[config.mk]
export PLATFORM = sky130hd
export DESIGN_NAME = memory_bus_redundancy_support
export DESIGN_NICKNAME = d
export VERILOG_FILES = /design/src/mbr_pkg.sv /design/src/memory_bus_redundancy_support.sv
export VERILOG_INCLUDE_DIRS = /design/src
export SDC_FILE = /design/constraint.sdc
export NUM_CORES = 1
export LEC_CHECK = 0
export ABC_AREA = 1
export BUFFER_PORTS_ARGS = -buffer_cell sky130_fd_sc_hd__buf_2
export CORE_MARGIN = 3
export CORE_UTILIZATION = 47
export CTS_BUF_LIST = sky130_fd_sc_hd__clkbuf_8
export CTS_CLUSTER_SIZE = 12
export DETAILED_ROUTE_END_ITERATION = 10
export GPL_ROUTABILITY_DRIVEN = 0
export GPL_TIMING_DRIVEN = 0
export PLACE_DENSITY = 0.65
export SLEW_MARGIN = 30
export SYNTH_ARGS = -nofsm -noshare
export SYNTH_HDL_FRONTEND = slang
export SYNTH_SLANG_ARGS = --single-unit
[constraint.sdc]
create_clock -name clk_in -period 5.2 [get_ports clk_in]
set_clock_uncertainty 0.15 [all_clocks]
set_input_delay 0.26 -clock clk_in [delete_from_list [all_inputs] [get_ports clk_in]]
set_output_delay 0.26 -clock clk_in [all_outputs]
set_load 0.02 [all_outputs]
[src/mbr_defines.svh]
`ifndef MBR_DEFINES_SVH
`define MBR_DEFINES_SVH

// Register byte offsets
`define OFS_CTRL      5'h00
`define OFS_PRIM      5'h04
`define OFS_BACK      5'h08
`define OFS_STAT      5'h0C
`define OFS_CMD       5'h10
`define OFS_LOCK      5'h14

// Interleave codes
`define IL_ONE        2'h0
`define IL_TWO64      2'h1
`define IL_TWO128     2'h2
`define IL_FOUR       2'h3

// Command bits
`define CMD_RETRY_GO  0
`define CMD_RETRY_END 1
`define CMD_SWITCH    2
`define CMD_CLR_ERR   3

// Pair partner differs in the middle bit of the bus number
`define PAIR_MASK     3'h2

// Range fields: start in low half, end in high half, 64 KB units
`define RNG_LO        15:0
`define RNG_HI        31:16

`define ZERO32        32'h0000_0000
`endif

[src/mbr_pkg.sv]
package mbr_pkg;

  typedef enum logic [2:0] {
    SPLIT_IDLE   = 3'b001,
    SPLIT_PEND   = 3'b010,
    SPLIT_CANCEL = 3'b100
  } split_state_type;

  typedef struct packed {
    logic [3:0] nbus;
    logic       redund;
    logic [2:0] bus_id;
    logic       back_en;
    logic       prim_en;
    logic [1:0] intl;
  } ctrl_type;

  typedef struct packed {
    ctrl_type        ctrl;
    logic [31:0]     prim_rng;
    logic [31:0]     back_rng;
    logic            grow_ok;
    logic            retry;
    logic            sel;
    logic            lock;
    logic [31:0]     lock_addr;
    logic            cfg_err;
    logic            rng_err;
    logic [31:0]     req_addr;
    logic            match;
    logic [2:0]      tbus;
    logic [31:0]     baddr;
    split_state_type sst;
    logic [1:0]      drive;
    logic [1:0]      done;
    logic [1:0]      seen_low;
    logic            accept;
    logic            wait_r;
    logic [31:0]     rdata;
  } state_type;

endpackage

[src/memory_bus_redundancy_support.sv]
// Notes on behaviour
// - Interleave only reorders address bits, never drops
// - Primary and backup ranges, each separately enabled
// - Recompute recognition for requests retried during retry
// - Record completion status of split bus accesses
// - Split lines low at start, released per half
// - Invalidating error pulses tracking lines one cycle
// - Monitor both lines, keep completion state
// - One active bus connection, chosen by select
// - Bus connection switches only inside retry sequence
// - RMW lock stays with array across switch
// - Each bus request accepted by one unit
// - Range grows only in recovery, after leaving four-way, or while disabled
// - Fixed pairs: 0/2, 1/3, 4/6, 5/7
// - Legal redundancy options depend on bus count
// - Two-bus redundant one-way system never both active
// - Two-way 64-byte alternates buses 0 and 1
// - Two-way 128-byte alternates buses 0 and 2
// - Four-way split hits both modules of each pair
// - Interleave codes 00,01,10,11 as documented
//
// Our own choices: the address map and the Avalon-MM slave port.
`timescale 1ns/1ps
`include "mbr_defines.svh"
`default_nettype none

module memory_bus_redundancy_support
  import mbr_pkg::*;
(
  input  wire logic        clk_in,                     // 100 MHz clock
  input  wire logic        rstn_in,                    // Sync reset, low
  input  wire logic [4:0]  address_in,                 // Byte address
  input  wire logic        read_in,                    // Read strobe
  input  wire logic        write_in,                   // Write strobe
  input  wire logic [31:0] writedata_in,               // Write data
  output logic      [31:0] readdata_out,               // Read data
  output logic             waitrequest_out,            // Stall, high
  input  wire logic        req_valid_in,               // Processor request
  input  wire logic [31:0] req_addr_in,                // Processor address
  output logic             req_match_out,              // Range hit
  output logic      [2:0]  req_bus_out,                // Target bus
  output logic      [31:0] req_bus_addr_out,           // Reordered address
  input  wire logic        split_start_in,             // Split access begins
  input  wire logic [1:0]  split_half_done_in,         // {high,low} finished
  input  wire logic        error_report_in,            // Invalidating error
  input  wire logic        split_high_pending_n_in,    // Line level
  output logic             split_high_pending_n_out,   // Drive value
  output logic             split_high_pending_n_oe_out,// Drive enable
  input  wire logic        split_low_pending_n_in,     // Line level
  output logic             split_low_pending_n_out,    // Drive value
  output logic             split_low_pending_n_oe_out, // Drive enable
  input  wire logic [1:0]  mem_req_in,                 // Request per bus port
  output logic             mem_accept_out,             // Request taken
  output logic             active_bus_select_out,      // Active connection
  input  wire logic        rmw_lock_in,                // Lock array word
  input  wire logic        rmw_unlock_in,              // Release lock
  input  wire logic [31:0] rmw_addr_in                 // Locked address
);

  state_type s_q;
  state_type s_d;

  // Bus-select bits move to the top; the bits above them shift down intact, the bits below stay put
  function automatic logic [31:0] permute(input logic [31:0] a, input logic [1:0] il);
    case (il)
      `IL_TWO64:  permute = {a[6], a[31:7], a[5:0]};
      `IL_TWO128: permute = {a[7], a[31:8], a[6:0]};
      `IL_FOUR:   permute = {a[7:6], a[31:8], a[5:0]};
      default:    permute = a;
    endcase
  endfunction

  function automatic logic [2:0] tgt_bus(input logic [31:0] a, input logic [1:0] il,
                                         input logic [2:0] id);
    case (il)
      `IL_TWO64:  tgt_bus = {id[2], 1'b0, a[6]};
      `IL_TWO128: tgt_bus = {id[2], a[7], 1'b0};
      `IL_FOUR:   tgt_bus = {id[2], a[7:6]};
      default:    tgt_bus = id;
    endcase
  endfunction

  function automatic logic [2:0] partner(input logic [2:0] id);
    partner = id ^ `PAIR_MASK;
  endfunction

  function automatic logic in_range(input logic [15:0] a, input logic [31:0] r);
    in_range = (a >= r[`RNG_LO]) && (a <= r[`RNG_HI]);
  endfunction

  function automatic logic [16:0] span(input logic [31:0] r);
    span = {1'b0, r[`RNG_HI]} - {1'b0, r[`RNG_LO]};
  endfunction

  // Table of permitted redundancy set-ups
  function automatic logic cfg_legal(input ctrl_type c);
    cfg_legal = 1'b1;
    if (c.redund) begin
      case (c.nbus)
        4'h2:    cfg_legal = (c.intl == `IL_ONE) ? !(c.prim_en && c.back_en)
                             : (c.intl == `IL_TWO128);
        4'h4:    cfg_legal = (c.intl != `IL_TWO128);
        4'h6,
        4'h8:    cfg_legal = 1'b1;
        default: cfg_legal = 1'b0;
      endcase
    end
  endfunction

  logic        acc;
  logic        wr;
  logic [31:0] baddr_c;
  logic [31:0] grow_c;
  logic [1:0]  line_c;
  ctrl_type    new_ctrl;

  assign acc      = (read_in || write_in) && s_q.wait_r;
  assign wr       = acc && write_in;
  assign new_ctrl = ctrl_type'(writedata_in[11:0]);
  assign line_c   = {split_high_pending_n_in, split_low_pending_n_in};
  assign baddr_c  = permute(s_q.req_addr, s_q.ctrl.intl);
  assign grow_c   = writedata_in;

  always_comb begin
    s_d = s_q;
    // Avalon slave: one wait cycle, then a single low pulse on waitrequest
    s_d.wait_r = !acc;
    s_d.rdata  = `ZERO32;
    if (acc && read_in) begin
      case (address_in)
        `OFS_CTRL: s_d.rdata = {20'h0_0000, s_q.ctrl};
        `OFS_PRIM: s_d.rdata = s_q.prim_rng;
        `OFS_BACK: s_d.rdata = s_q.back_rng;
        `OFS_STAT: s_d.rdata = {14'h0000, s_q.tbus, partner(s_q.ctrl.bus_id),
                                s_q.rng_err, s_q.cfg_err, s_q.seen_low, s_q.done,
                                s_q.drive, s_q.match, s_q.lock, s_q.retry, s_q.sel};
        `OFS_LOCK: s_d.rdata = s_q.lock_addr;
        default:   s_d.rdata = `ZERO32;
      endcase
    end

    if (wr && address_in == `OFS_CMD && writedata_in[`CMD_CLR_ERR]) begin
      s_d.cfg_err = 1'b0;
      s_d.rng_err = 1'b0;
    end

    if (wr && address_in == `OFS_CTRL) begin
      if (cfg_legal(new_ctrl)) begin
        // Leaving four-way widens each bus's space once
        if (s_q.ctrl.intl == `IL_FOUR && new_ctrl.intl != `IL_FOUR)
          s_d.grow_ok = 1'b1;
        s_d.ctrl = new_ctrl;
      end else begin
        s_d.cfg_err = 1'b1;
      end
    end

    // A range may shrink any time but grows only when permitted
    if (wr && address_in == `OFS_PRIM) begin
      if (s_q.retry || s_q.grow_ok || !s_q.ctrl.prim_en ||
          span(grow_c) <= span(s_q.prim_rng)) begin
        s_d.prim_rng = writedata_in;
        s_d.grow_ok  = 1'b0;
      end else begin
        s_d.rng_err = 1'b1;
      end
    end
    if (wr && address_in == `OFS_BACK) begin
      if (s_q.retry || s_q.grow_ok || !s_q.ctrl.back_en ||
          span(grow_c) <= span(s_q.back_rng)) begin
        s_d.back_rng = writedata_in;
        s_d.grow_ok  = 1'b0;
      end else begin
        s_d.rng_err = 1'b1;
      end
    end

    if (wr && address_in == `OFS_CMD) begin
      if (writedata_in[`CMD_RETRY_GO])
        s_d.retry = 1'b1;
      if (writedata_in[`CMD_RETRY_END])
        s_d.retry = 1'b0;
      // Switching outside retry could drop an access in flight
      if (writedata_in[`CMD_SWITCH] && s_q.retry)
        s_d.sel = !s_q.sel;
    end

    // Lock lives here, not on the bus, so it survives a switch
    if (rmw_unlock_in)
      s_d.lock = 1'b0;
    if (rmw_lock_in) begin
      s_d.lock      = 1'b1;
      s_d.lock_addr = rmw_addr_in;
    end

    // Only the active connection can deliver a request here
    s_d.accept = mem_req_in[s_q.sel];

    // Held request is re-evaluated every cycle, so retries see new config
    if (req_valid_in)
      s_d.req_addr = req_addr_in;
    s_d.baddr = baddr_c;
    s_d.tbus  = tgt_bus(s_q.req_addr, s_q.ctrl.intl, s_q.ctrl.bus_id);
    s_d.match = (s_q.ctrl.prim_en && in_range(baddr_c[31:16], s_q.prim_rng)) ||
                (s_q.ctrl.back_en && in_range(baddr_c[31:16], s_q.back_rng));

    // Lines released by any unit after being low mark that half complete
    s_d.seen_low = ~line_c;
    s_d.done     = s_q.done | (s_q.seen_low & line_c);

    case (s_q.sst)
      SPLIT_IDLE: begin
        s_d.drive = 2'b00;
        if (split_start_in) begin
          s_d.drive = 2'b11;
          s_d.done  = 2'b00;
          s_d.sst   = SPLIT_PEND;
        end
      end
      SPLIT_PEND: begin
        s_d.drive = s_q.drive & ~split_half_done_in;
        s_d.done  = s_d.done | split_half_done_in;
        if (error_report_in) begin
          s_d.drive = 2'b00;
          s_d.sst   = SPLIT_CANCEL;
        end else if (s_d.drive == 2'b00) begin
          s_d.sst = SPLIT_IDLE;
        end
      end
      SPLIT_CANCEL: begin
        s_d.drive = 2'b11;
        s_d.done  = 2'b00;
        s_d.sst   = SPLIT_IDLE;
      end
      default: begin
        s_d.drive = 2'b00;
        s_d.sst   = SPLIT_IDLE;
      end
    endcase
  end

  always_ff @(posedge clk_in) begin
    if (!rstn_in) begin
      s_q        <= '0;
      s_q.wait_r <= 1'b1;
      s_q.sst    <= SPLIT_IDLE;
    end else begin
      s_q <= s_d;
    end
  end

  assign readdata_out                = s_q.rdata;
  assign waitrequest_out             = s_q.wait_r;
  assign req_match_out               = s_q.match;
  assign req_bus_out                 = s_q.tbus;
  assign req_bus_addr_out            = s_q.baddr;
  // Open-drain lines: the drive value stays low and the enable carries the state
  assign split_high_pending_n_out    = 1'b0;
  assign split_high_pending_n_oe_out = s_q.drive[1];
  assign split_low_pending_n_out     = 1'b0;
  assign split_low_pending_n_oe_out  = s_q.drive[0];
  assign mem_accept_out              = s_q.accept;
  assign active_bus_select_out       = s_q.sel;

  // Checks
  perm_bits_a: assert property (@(posedge clk_in) disable iff (!rstn_in)
    $countones(req_bus_addr_out) == $countones($past(s_q.req_addr)))
    else $error("Reordered address lost or gained bits");

  range_hit_a: assert property (@(posedge clk_in) disable iff (!rstn_in)
    !s_q.ctrl.prim_en && !s_q.ctrl.back_en |=> !req_match_out)
    else $error("Match with both ranges disabled");

  retry_recalc_a: assert property (@(posedge clk_in) disable iff (!rstn_in)
    s_q.retry && $stable(s_q.ctrl) && !req_valid_in |-> ##2
      req_bus_out == tgt_bus($past(s_q.req_addr, 2), $past(s_q.ctrl.intl),
                             $past(s_q.ctrl.bus_id)))
    else $error("Target bus not recomputed");

  split_start_a: assert property (@(posedge clk_in) disable iff (!rstn_in)
    s_q.sst == SPLIT_IDLE && split_start_in |=>
      split_high_pending_n_oe_out && split_low_pending_n_oe_out)
    else $error("Split lines not driven at start");

  cancel_pulse_a: assert property (@(posedge clk_in) disable iff (!rstn_in)
    s_q.sst == SPLIT_PEND && error_report_in |=> ##1
      (split_high_pending_n_oe_out && split_low_pending_n_oe_out) ##1
      (!split_high_pending_n_oe_out && !split_low_pending_n_oe_out))
    else $error("Cancel pulse not one cycle");

  half_done_a: assert property (@(posedge clk_in) disable iff (!rstn_in)
    !split_low_pending_n_in ##1 split_low_pending_n_in && s_q.sst != SPLIT_CANCEL
      && !(s_q.sst == SPLIT_IDLE && split_start_in) |=> s_q.done[0])
    else $error("Low half completion missed");

  one_conn_a: assert property (@(posedge clk_in) disable iff (!rstn_in)
    mem_accept_out |-> $past(mem_req_in[active_bus_select_out]))
    else $error("Accepted from inactive bus");

  switch_retry_a: assert property (@(posedge clk_in) disable iff (!rstn_in)
    $changed(active_bus_select_out) |-> $past(s_q.retry))
    else $error("Bus switched outside retry");

  lock_keep_a: assert property (@(posedge clk_in) disable iff (!rstn_in)
    $changed(active_bus_select_out) && $past(s_q.lock) && !$past(rmw_unlock_in)
      |-> s_q.lock)
    else $error("Lock lost on bus switch");

  wait_ack_a: assert property (@(posedge clk_in) disable iff (!rstn_in)
    (read_in || write_in) && waitrequest_out |=> !waitrequest_out ##1 waitrequest_out)
    else $error("Bus answer not one cycle");

  cfg_refuse_a: assert property (@(posedge clk_in) disable iff (!rstn_in)
    wr && address_in == `OFS_CTRL && !cfg_legal(new_ctrl) |=>
      s_q.cfg_err && $stable(s_q.ctrl))
    else $error("Illegal configuration was taken");

  spare_bus_a: assert property (@(posedge clk_in) disable iff (!rstn_in)
    s_q.ctrl.redund && s_q.ctrl.nbus == 4'h2 && s_q.ctrl.intl == `IL_ONE
      |-> !(s_q.ctrl.prim_en && s_q.ctrl.back_en))
    else $error("Both ranges live on a spare pair");

  grow_block_a: assert property (@(posedge clk_in) disable iff (!rstn_in)
    wr && address_in == `OFS_PRIM && !s_q.retry && !s_q.grow_ok && s_q.ctrl.prim_en &&
      span(writedata_in) > span(s_q.prim_rng) |=> $stable(s_q.prim_rng) && s_q.rng_err)
    else $error("Primary range grew outside recovery");

  split_idle_a: assert property (@(posedge clk_in) disable iff (!rstn_in)
    s_q.sst == SPLIT_IDLE && !split_start_in |=>
      !split_high_pending_n_oe_out && !split_low_pending_n_oe_out)
    else $error("Split line held while idle");

  half_release_a: assert property (@(posedge clk_in) disable iff (!rstn_in)
    s_q.sst == SPLIT_PEND && !error_report_in && split_half_done_in[0] |=>
      !split_low_pending_n_oe_out)
    else $error("Low line kept after its half");

  half_record_a: assert property (@(posedge clk_in) disable iff (!rstn_in)
    s_q.sst == SPLIT_PEND && !error_report_in && split_half_done_in[0] |=> s_q.done[0])
    else $error("Low half completion not recorded");

  two64_bus_a: assert property (@(posedge clk_in) disable iff (!rstn_in)
    s_q.ctrl.intl == `IL_TWO64 |=> !req_bus_out[1])
    else $error("Two-way 64 left buses 0 and 1");

  two128_bus_a: assert property (@(posedge clk_in) disable iff (!rstn_in)
    s_q.ctrl.intl == `IL_TWO128 |=> !req_bus_out[0])
    else $error("Two-way 128 left buses 0 and 2");

  four_way_a: assert property (@(posedge clk_in) disable iff (!rstn_in)
    s_q.ctrl.intl == `IL_FOUR |=> req_bus_out[1:0] == $past(s_q.req_addr[7:6]))
    else $error("Four-way split missed a pair");

  one_way_a: assert property (@(posedge clk_in) disable iff (!rstn_in)
    s_q.ctrl.intl == `IL_ONE |=> req_bus_out == $past(s_q.ctrl.bus_id))
    else $error("One-way request left own bus");

  lock_set_a: assert property (@(posedge clk_in) disable iff (!rstn_in)
    rmw_lock_in |=> s_q.lock && s_q.lock_addr == $past(rmw_addr_in))
    else $error("Lock not taken");

  accept_port_a: assert property (@(posedge clk_in) disable iff (!rstn_in)
    !mem_req_in[s_q.sel] |=> !mem_accept_out)
    else $error("Accepted without request on active bus");

  split_cov: cover property (@(posedge clk_in) disable iff (!rstn_in)
    s_q.sst == SPLIT_PEND ##[1:20] s_q.sst == SPLIT_IDLE);
  cancel_cov: cover property (@(posedge clk_in) disable iff (!rstn_in)
    s_q.sst == SPLIT_CANCEL);
  switch_cov: cover property (@(posedge clk_in) disable iff (!rstn_in)
    $changed(active_bus_select_out) && s_q.lock);
  grow_cov: cover property (@(posedge clk_in) disable iff (!rstn_in)
    wr && address_in == `OFS_PRIM && s_q.grow_ok);
  refuse_cov: cover property (@(posedge clk_in) disable iff (!rstn_in)
    $rose(s_q.cfg_err));

endmodule

`default_nettype wire

Word-level counts from Yosys, hierarchy flattened
Index checks and enable logic that the tools add are counted.
W data, S select, Z words.

storage, ports and cells
  flip-flop bits (word level) = 225
  bits of input ports = 116
  logic and storage cells = 136

cells by class
  add/sub/neg operators = 3
  order comparisons = 7
  equality and inequality tests = 20
  mux-type cells = 33
  bitwise operators = 7
  reductions and logical operators = 40

operators with widths
  operator              number
  $pmux W32 S5          1
  $pmux W32 S3          1
  $sub A16 B16 Y17      3
  $le A17 B17 Y1        2
  $mux W33              1
  $ge A16 B16 Y1        2
  $le A16 B16 Y1        2
  $mux W1               21
  $logic_and A1 B1 Y1   15
  $pmux W5 S3           1
  $reduce_and A2 Y1     7
  $pmux W2 S3           2
  $eq A5 B4 Y1 const B  2
  $eq A5 B5 Y1 const B  2
  $eq A4 B3 Y1 const B  2
  $logic_or A1 B1 Y1    7
  $mux W7               1
  $eq A2 B2 Y1 const B  3
  $mux W3               2
  $ne A2 B2 Y1 const B  3
  $eq A5 B3 Y1 const B  1
  $logic_not A1 Y1      5
  $logic_not A5 Y1      1
  $and A2 B2 Y2         2
  16 further kinds      21

Longest topological paths before layout
  depth after elaboration = 12
  gate-level depth with buffers = 29
  mapped depth without buffers = 28

Least setup slack after synthesis
OpenSTA, ideal clock, no wires.

  path kind = register to register
  start = reg s_q[183] (netlist name)
  end = reg s_q[194] (netlist name)
  arrival = 3.410 ns
  path slack = 1.525 ns
  cell stages (with the launch flop) = 29
  period minus slack after synthesis = 3.675 ns
  path through = dfxtp_1 > inv_1 > ha_1 > a21oi_1 > nand2_1 > nand2_1 > nand2_1 > a21oi_1 > o21ai_0 > a21oi_1 > o21bai_1 > nand2_1 > nand2_1 > nand2_1 > nand2_1 > xnor2_1 > ha_1 > nand2_1 > nor4_1 > nand3_1 > nor3_1 > nand4_1 > nor2_1 > nor2_2 > nand2_4 > buf_6 > nand3_1 > nand2_1 > nor2_1

on the way
  longest elaborated chain between the ends = 4

RTL lines
  item                         line                                  source
  from (decl)                  memory_bus_redundancy_support.sv:60   state_type s_q;
  $sub A16 B16 Y17             memory_bus_redundancy_support.sv:92   span = {1'b0, r[`RNG_HI]} - {1'b0, r[`RNG_LO]};
  $le A17 B17 Y1               memory_bus_redundancy_support.sv:161  span(grow_c) <= span(s_q.prim_rng)) begin
  $logic_or A1 B1 Y1           memory_bus_redundancy_support.sv:160  if (s_q.retry || s_q.grow_ok || !s_q.ctrl.prim_en ||
  $reduce_and A2 Y1 (no line)  --

Every way passes these cells.
A chain may end at the register's enable or synchronous reset.

Worst setup path after layout
  start = in writedata_in[2]
  end = reg s_q[193] (netlist name)

on the way
  longest elaborated chain between the ends = 4

RTL lines
  item                         line                                  source
  from (decl)                  memory_bus_redundancy_support.sv:35   input wire logic [31:0] writedata_in,
  $sub A16 B16 Y17             memory_bus_redundancy_support.sv:92
  $le A17 B17 Y1               memory_bus_redundancy_support.sv:161
  $logic_or A1 B1 Y1           memory_bus_redundancy_support.sv:160
  $reduce_and A2 Y1 (no line)  --

Every way passes these cells.

==> out/metrics.cfg <==
[yosys]
synthFlopType = sky130_fd_sc_hd__dfxtp_1
number_of_synthesized_flops_with_an_enable_pin = 0
distinct_cell_type_count_after_synthesis = 43
synth.top_cells.by_count = 326 x sky130_fd_sc_hd__nand2_1, 237 x sky130_fd_sc_hd__inv_1, 225 x sky130_fd_sc_hd__dfxtp_1, 220 x sky130_fd_sc_hd__nor2_1, 206 x sky130_fd_sc_hd__a21oi_1
yosysTopAreaCellShare_pct = 32.04
synthTopCellsByArea = sky130_fd_sc_hd__dfxtp_1 32%, sky130_fd_sc_hd__ha_1 13%, sky130_fd_sc_hd__nand2_1 8.7%
yosys_reg_bits = 225
post-synth-top-count-cell = sky130_fd_sc_hd__nand2_1
synth.yosys.warnings = 0
synth_async_sr_flop_share_pct = 0
synth.cell_area_um2 = 14060
post-synth-top-area-cell = sky130_fd_sc_hd__dfxtp_1
synth_sequential_area_ratio_pct = 32.04
synth.avg_cell_area_um2 = 7.176
post_synth_inst_count = 1959

[final_layout]
diodes = 0
post_layout_nonfiller_instances = 2702
num-nets-final = 2552
drive_above_1_share_pct = 15.88
ff_latch_area_um2 = 4504
fillerInstances = 2750
area_growth_syn_to_layout_pct = 22.64
multi_input_comb_area_um2 = 7727

[placed_design]
numPortBuffers = 186
dpl.hpwl_mm = 39.45
numPlacedInstances = 2530
post-place-ws_ps = 517.2

[timing]
post-route-period-util_pct = 91.60
tightest_hold_margin_ps = 9.045
max_slew.worst_pin.slew_ps = 1008
setup_violations = 0
slew_headroom_pct = 32.82
totalNegativeSetupSlack_ps = 0
period_needed_ps = 4763
hold_viol = 0
max_freq_ghz = 0.2099
slew_viol_final = 0
rsz0062_at_grt = false
timing.final.ws_setup_ps = 436.8

[worst_hold_path]
hp-class = primary input to flop

[critical_path]
cp_data_arrival_time_ps = 5040
critical_path.slowest_cell = sky130_fd_sc_hd__dlygate4sd3_1
timing.reg2reg.setup_slack_ps = 480
critPathLaunchType = primary input
worstSetupPathType = primary input to flop
cp_capture_type = flop
worst-path-max-fanout = 10
required_ps = 5480
critical_path.max_stage_delay_ps = 520

[pwr]
power_frac_seq_pct = 41.8
vdd_ir_drop_max_mv = 0.1713
power_density_nw_per_um2 = 252.2
switching_share_pct = 31.77
clockPowerShare_pct = 35.6
net-switching-power_mw = 1.381
cellInternalPower_mw = 2.967
static-leakage-power_nw = 8.215
p_comb_share_pct = 22.6

[clocking]
worst_path_clk_slew_ps = 50
cts_htree_levels = 2
clkLatencyLatePin_ps = 550
cts_buffers = 39
tritoncts_clock_tree = yes
largest_buffer_count_on_any_clock_path = 3
cts-resized-gates = 0
cts.root.buffer_cell = sky130_fd_sc_hd__clkbuf_8
numClockSinks = 225

[global_routing]
global_route.usage.total_pct = 30.58
grt_antenna_before_repair = 0
grt_start_max_net_pins = 12
grt_pass1_wl_mm = 74.98
residual_overflow_from_global_routing = 0
first_global_vias = 13800

[detailed_routing]
routedWlPerCell_um = 18.70
first_iter_violations = 1606
drt-pass1-iter-count = 6
detailroute.via_count = 14670
drt-total-wl_mm = 50.54
remaining_drcs = 0
detail_route.vias_per_cell = 5.431
postRouteAntennaNets = 0

[outcome]
outcome = finished, final reports clean

[floorplanning]
start_util_pct = 48.33
die_x_um = 179.0
die-area_um2 = 32020
rows = 62
fp.dieH_um = 179.0
core_area_um2 = 29090
boundary_pins = 191

[flow_run]
drv.max_cap_violation_count = 0

final cells by class:
class                           count  share of cell area (%)
Multi-Input combinational cell   1344                   44.82
Sequential cell                   225                   26.12
Timing Repair Buffer              290                   11.44
Buffer                            150                   5.370
Inverter                          241                   5.247
Clock buffer                       42                   3.353
Tap cell                          384                   2.787
Clock inverter                     26                  0.8636
sequential cells by signal, indices dropped and copies added, names as in the netlist:
name                         count
mem_accept_out                   1
s_q                            152
active_bus_select_out            1
waitrequest_out                  1
req_bus_addr_out                32
readdata_out                    32
split_low_pending_n_oe_out       1
req_bus_out                      3
split_high_pending_n_oe_out      1
req_match_out                    1
stage by stage:
stage               utilization (%)  area, um2  total power, mW
finish                        59.27      17240            4.348
global route                  59.27      17240            4.556
CTS                           59.27      17240            4.341
detailed placement            53.19      15470            2.747
global placement              53.19      15470            2.725
floorplan                         -      14060            2.462
routing by layer:
| metal | global-route usage, % | part of all wire, % | up-vias |
|---|---|---|---|
| met5 | 0 | 0 | - |
| met4 | 9.481 | 3.1 | 0 |
| met3 | 4.723 | 8.1 | 110 |
| met2 | 49.49 | 45 | 652 |
| met1 | 41.95 | 43 | 6799 |
| li1 | - | - | 7113 |
final timing paths:
path / startpoint / to / cells past startpoint
worst min-delay path: writedata_in[8] / s_q[221]$_SDFFE_PN0P_ / 3
worst max-delay path: writedata_in[2] / s_q[193]$_SDFFE_PN0P_ / 27
worst min register to register: s_q[83]$_SDFFE_PN0P_ / req_bus_addr_out[4]$_SDFF_PN0_ / 2
worst max register to register: s_q[183]$_SDFFE_PN0P_ / s_q[193]$_SDFFE_PN0P_ / 28
placed cells by master, fill, tap and decap left out, types with 6 or more instances in the layout:
master and count:
sky130_fd_sc_hd__o221ai_1 14, sky130_fd_sc_hd__nand3_1 96, sky130_fd_sc_hd__inv_1 256, sky130_fd_sc_hd__buf_6 12, sky130_fd_sc_hd__buf_4 69, sky130_fd_sc_hd__clkbuf_8 42, sky130_fd_sc_hd__xnor2_1 16, sky130_fd_sc_hd__a221oi_1 18
sky130_fd_sc_hd__nor2_2 12, sky130_fd_sc_hd__nand2_1 326, sky130_fd_sc_hd__o21ai_0 119, sky130_fd_sc_hd__buf_2 197, sky130_fd_sc_hd__a31oi_1 13, sky130_fd_sc_hd__nand4_1 14, sky130_fd_sc_hd__xor2_1 21, sky130_fd_sc_hd__nor3_1 21
sky130_fd_sc_hd__dlygate4sd3_1 104, sky130_fd_sc_hd__a211oi_1 23, sky130_fd_sc_hd__nor2_1 220, sky130_fd_sc_hd__dfxtp_1 225, sky130_fd_sc_hd__o22ai_1 26, sky130_fd_sc_hd__buf_1 6, sky130_fd_sc_hd__nand3_2 10, sky130_fd_sc_hd__ha_1 142
sky130_fd_sc_hd__a21oi_1 206, sky130_fd_sc_hd__nand2_2 8, sky130_fd_sc_hd__clkbuf_1 52
worst max-delay path, delay by kind of cell:
kind	cells	cell delay (ps)
AO/OA/AOI/OAI	2	410
AND/OR/NAND/NOR	16	2280
XOR/XNOR	1	240
buffers and inverters	6	1140
adder cells (fa/ha/maj)	2	690
power groups by stage:
stage | logic, mW | clock network [mW] | registers [mW]
global placement | 0.872 | 0 | 1.85
finish | 0.981 | 1.55 | 1.82
floorplan | 0.616 | 0 | 1.85
global route | 1.09 | 1.64 | 1.82
CTS | 0.960 | 1.56 | 1.82
detailed placement | 0.893 | 0 | 1.85
kinds of logic (layout without fill, tap and decap cells):
family | after synthesis | in the layout | synth area share (%)
fa+ha+maj | 145 | 145 | 13.07
flops | 225 | 225 | 32.04
buf+inv | 391 | 749 | 13.02
simple gates | 716 | 716 | 21.56
other cells | 1 | 2 | 0.02667
compound gates | 443 | 443 | 17.86
xor+xnor | 38 | 38 | 2.421
repair_timing:
item	in CTS	in global routing
hold buffers	104	0
endpoints found under the hold margin	98	0
setup buffers	0	0
Note: power is estimated with default switching activity, not from simulation.
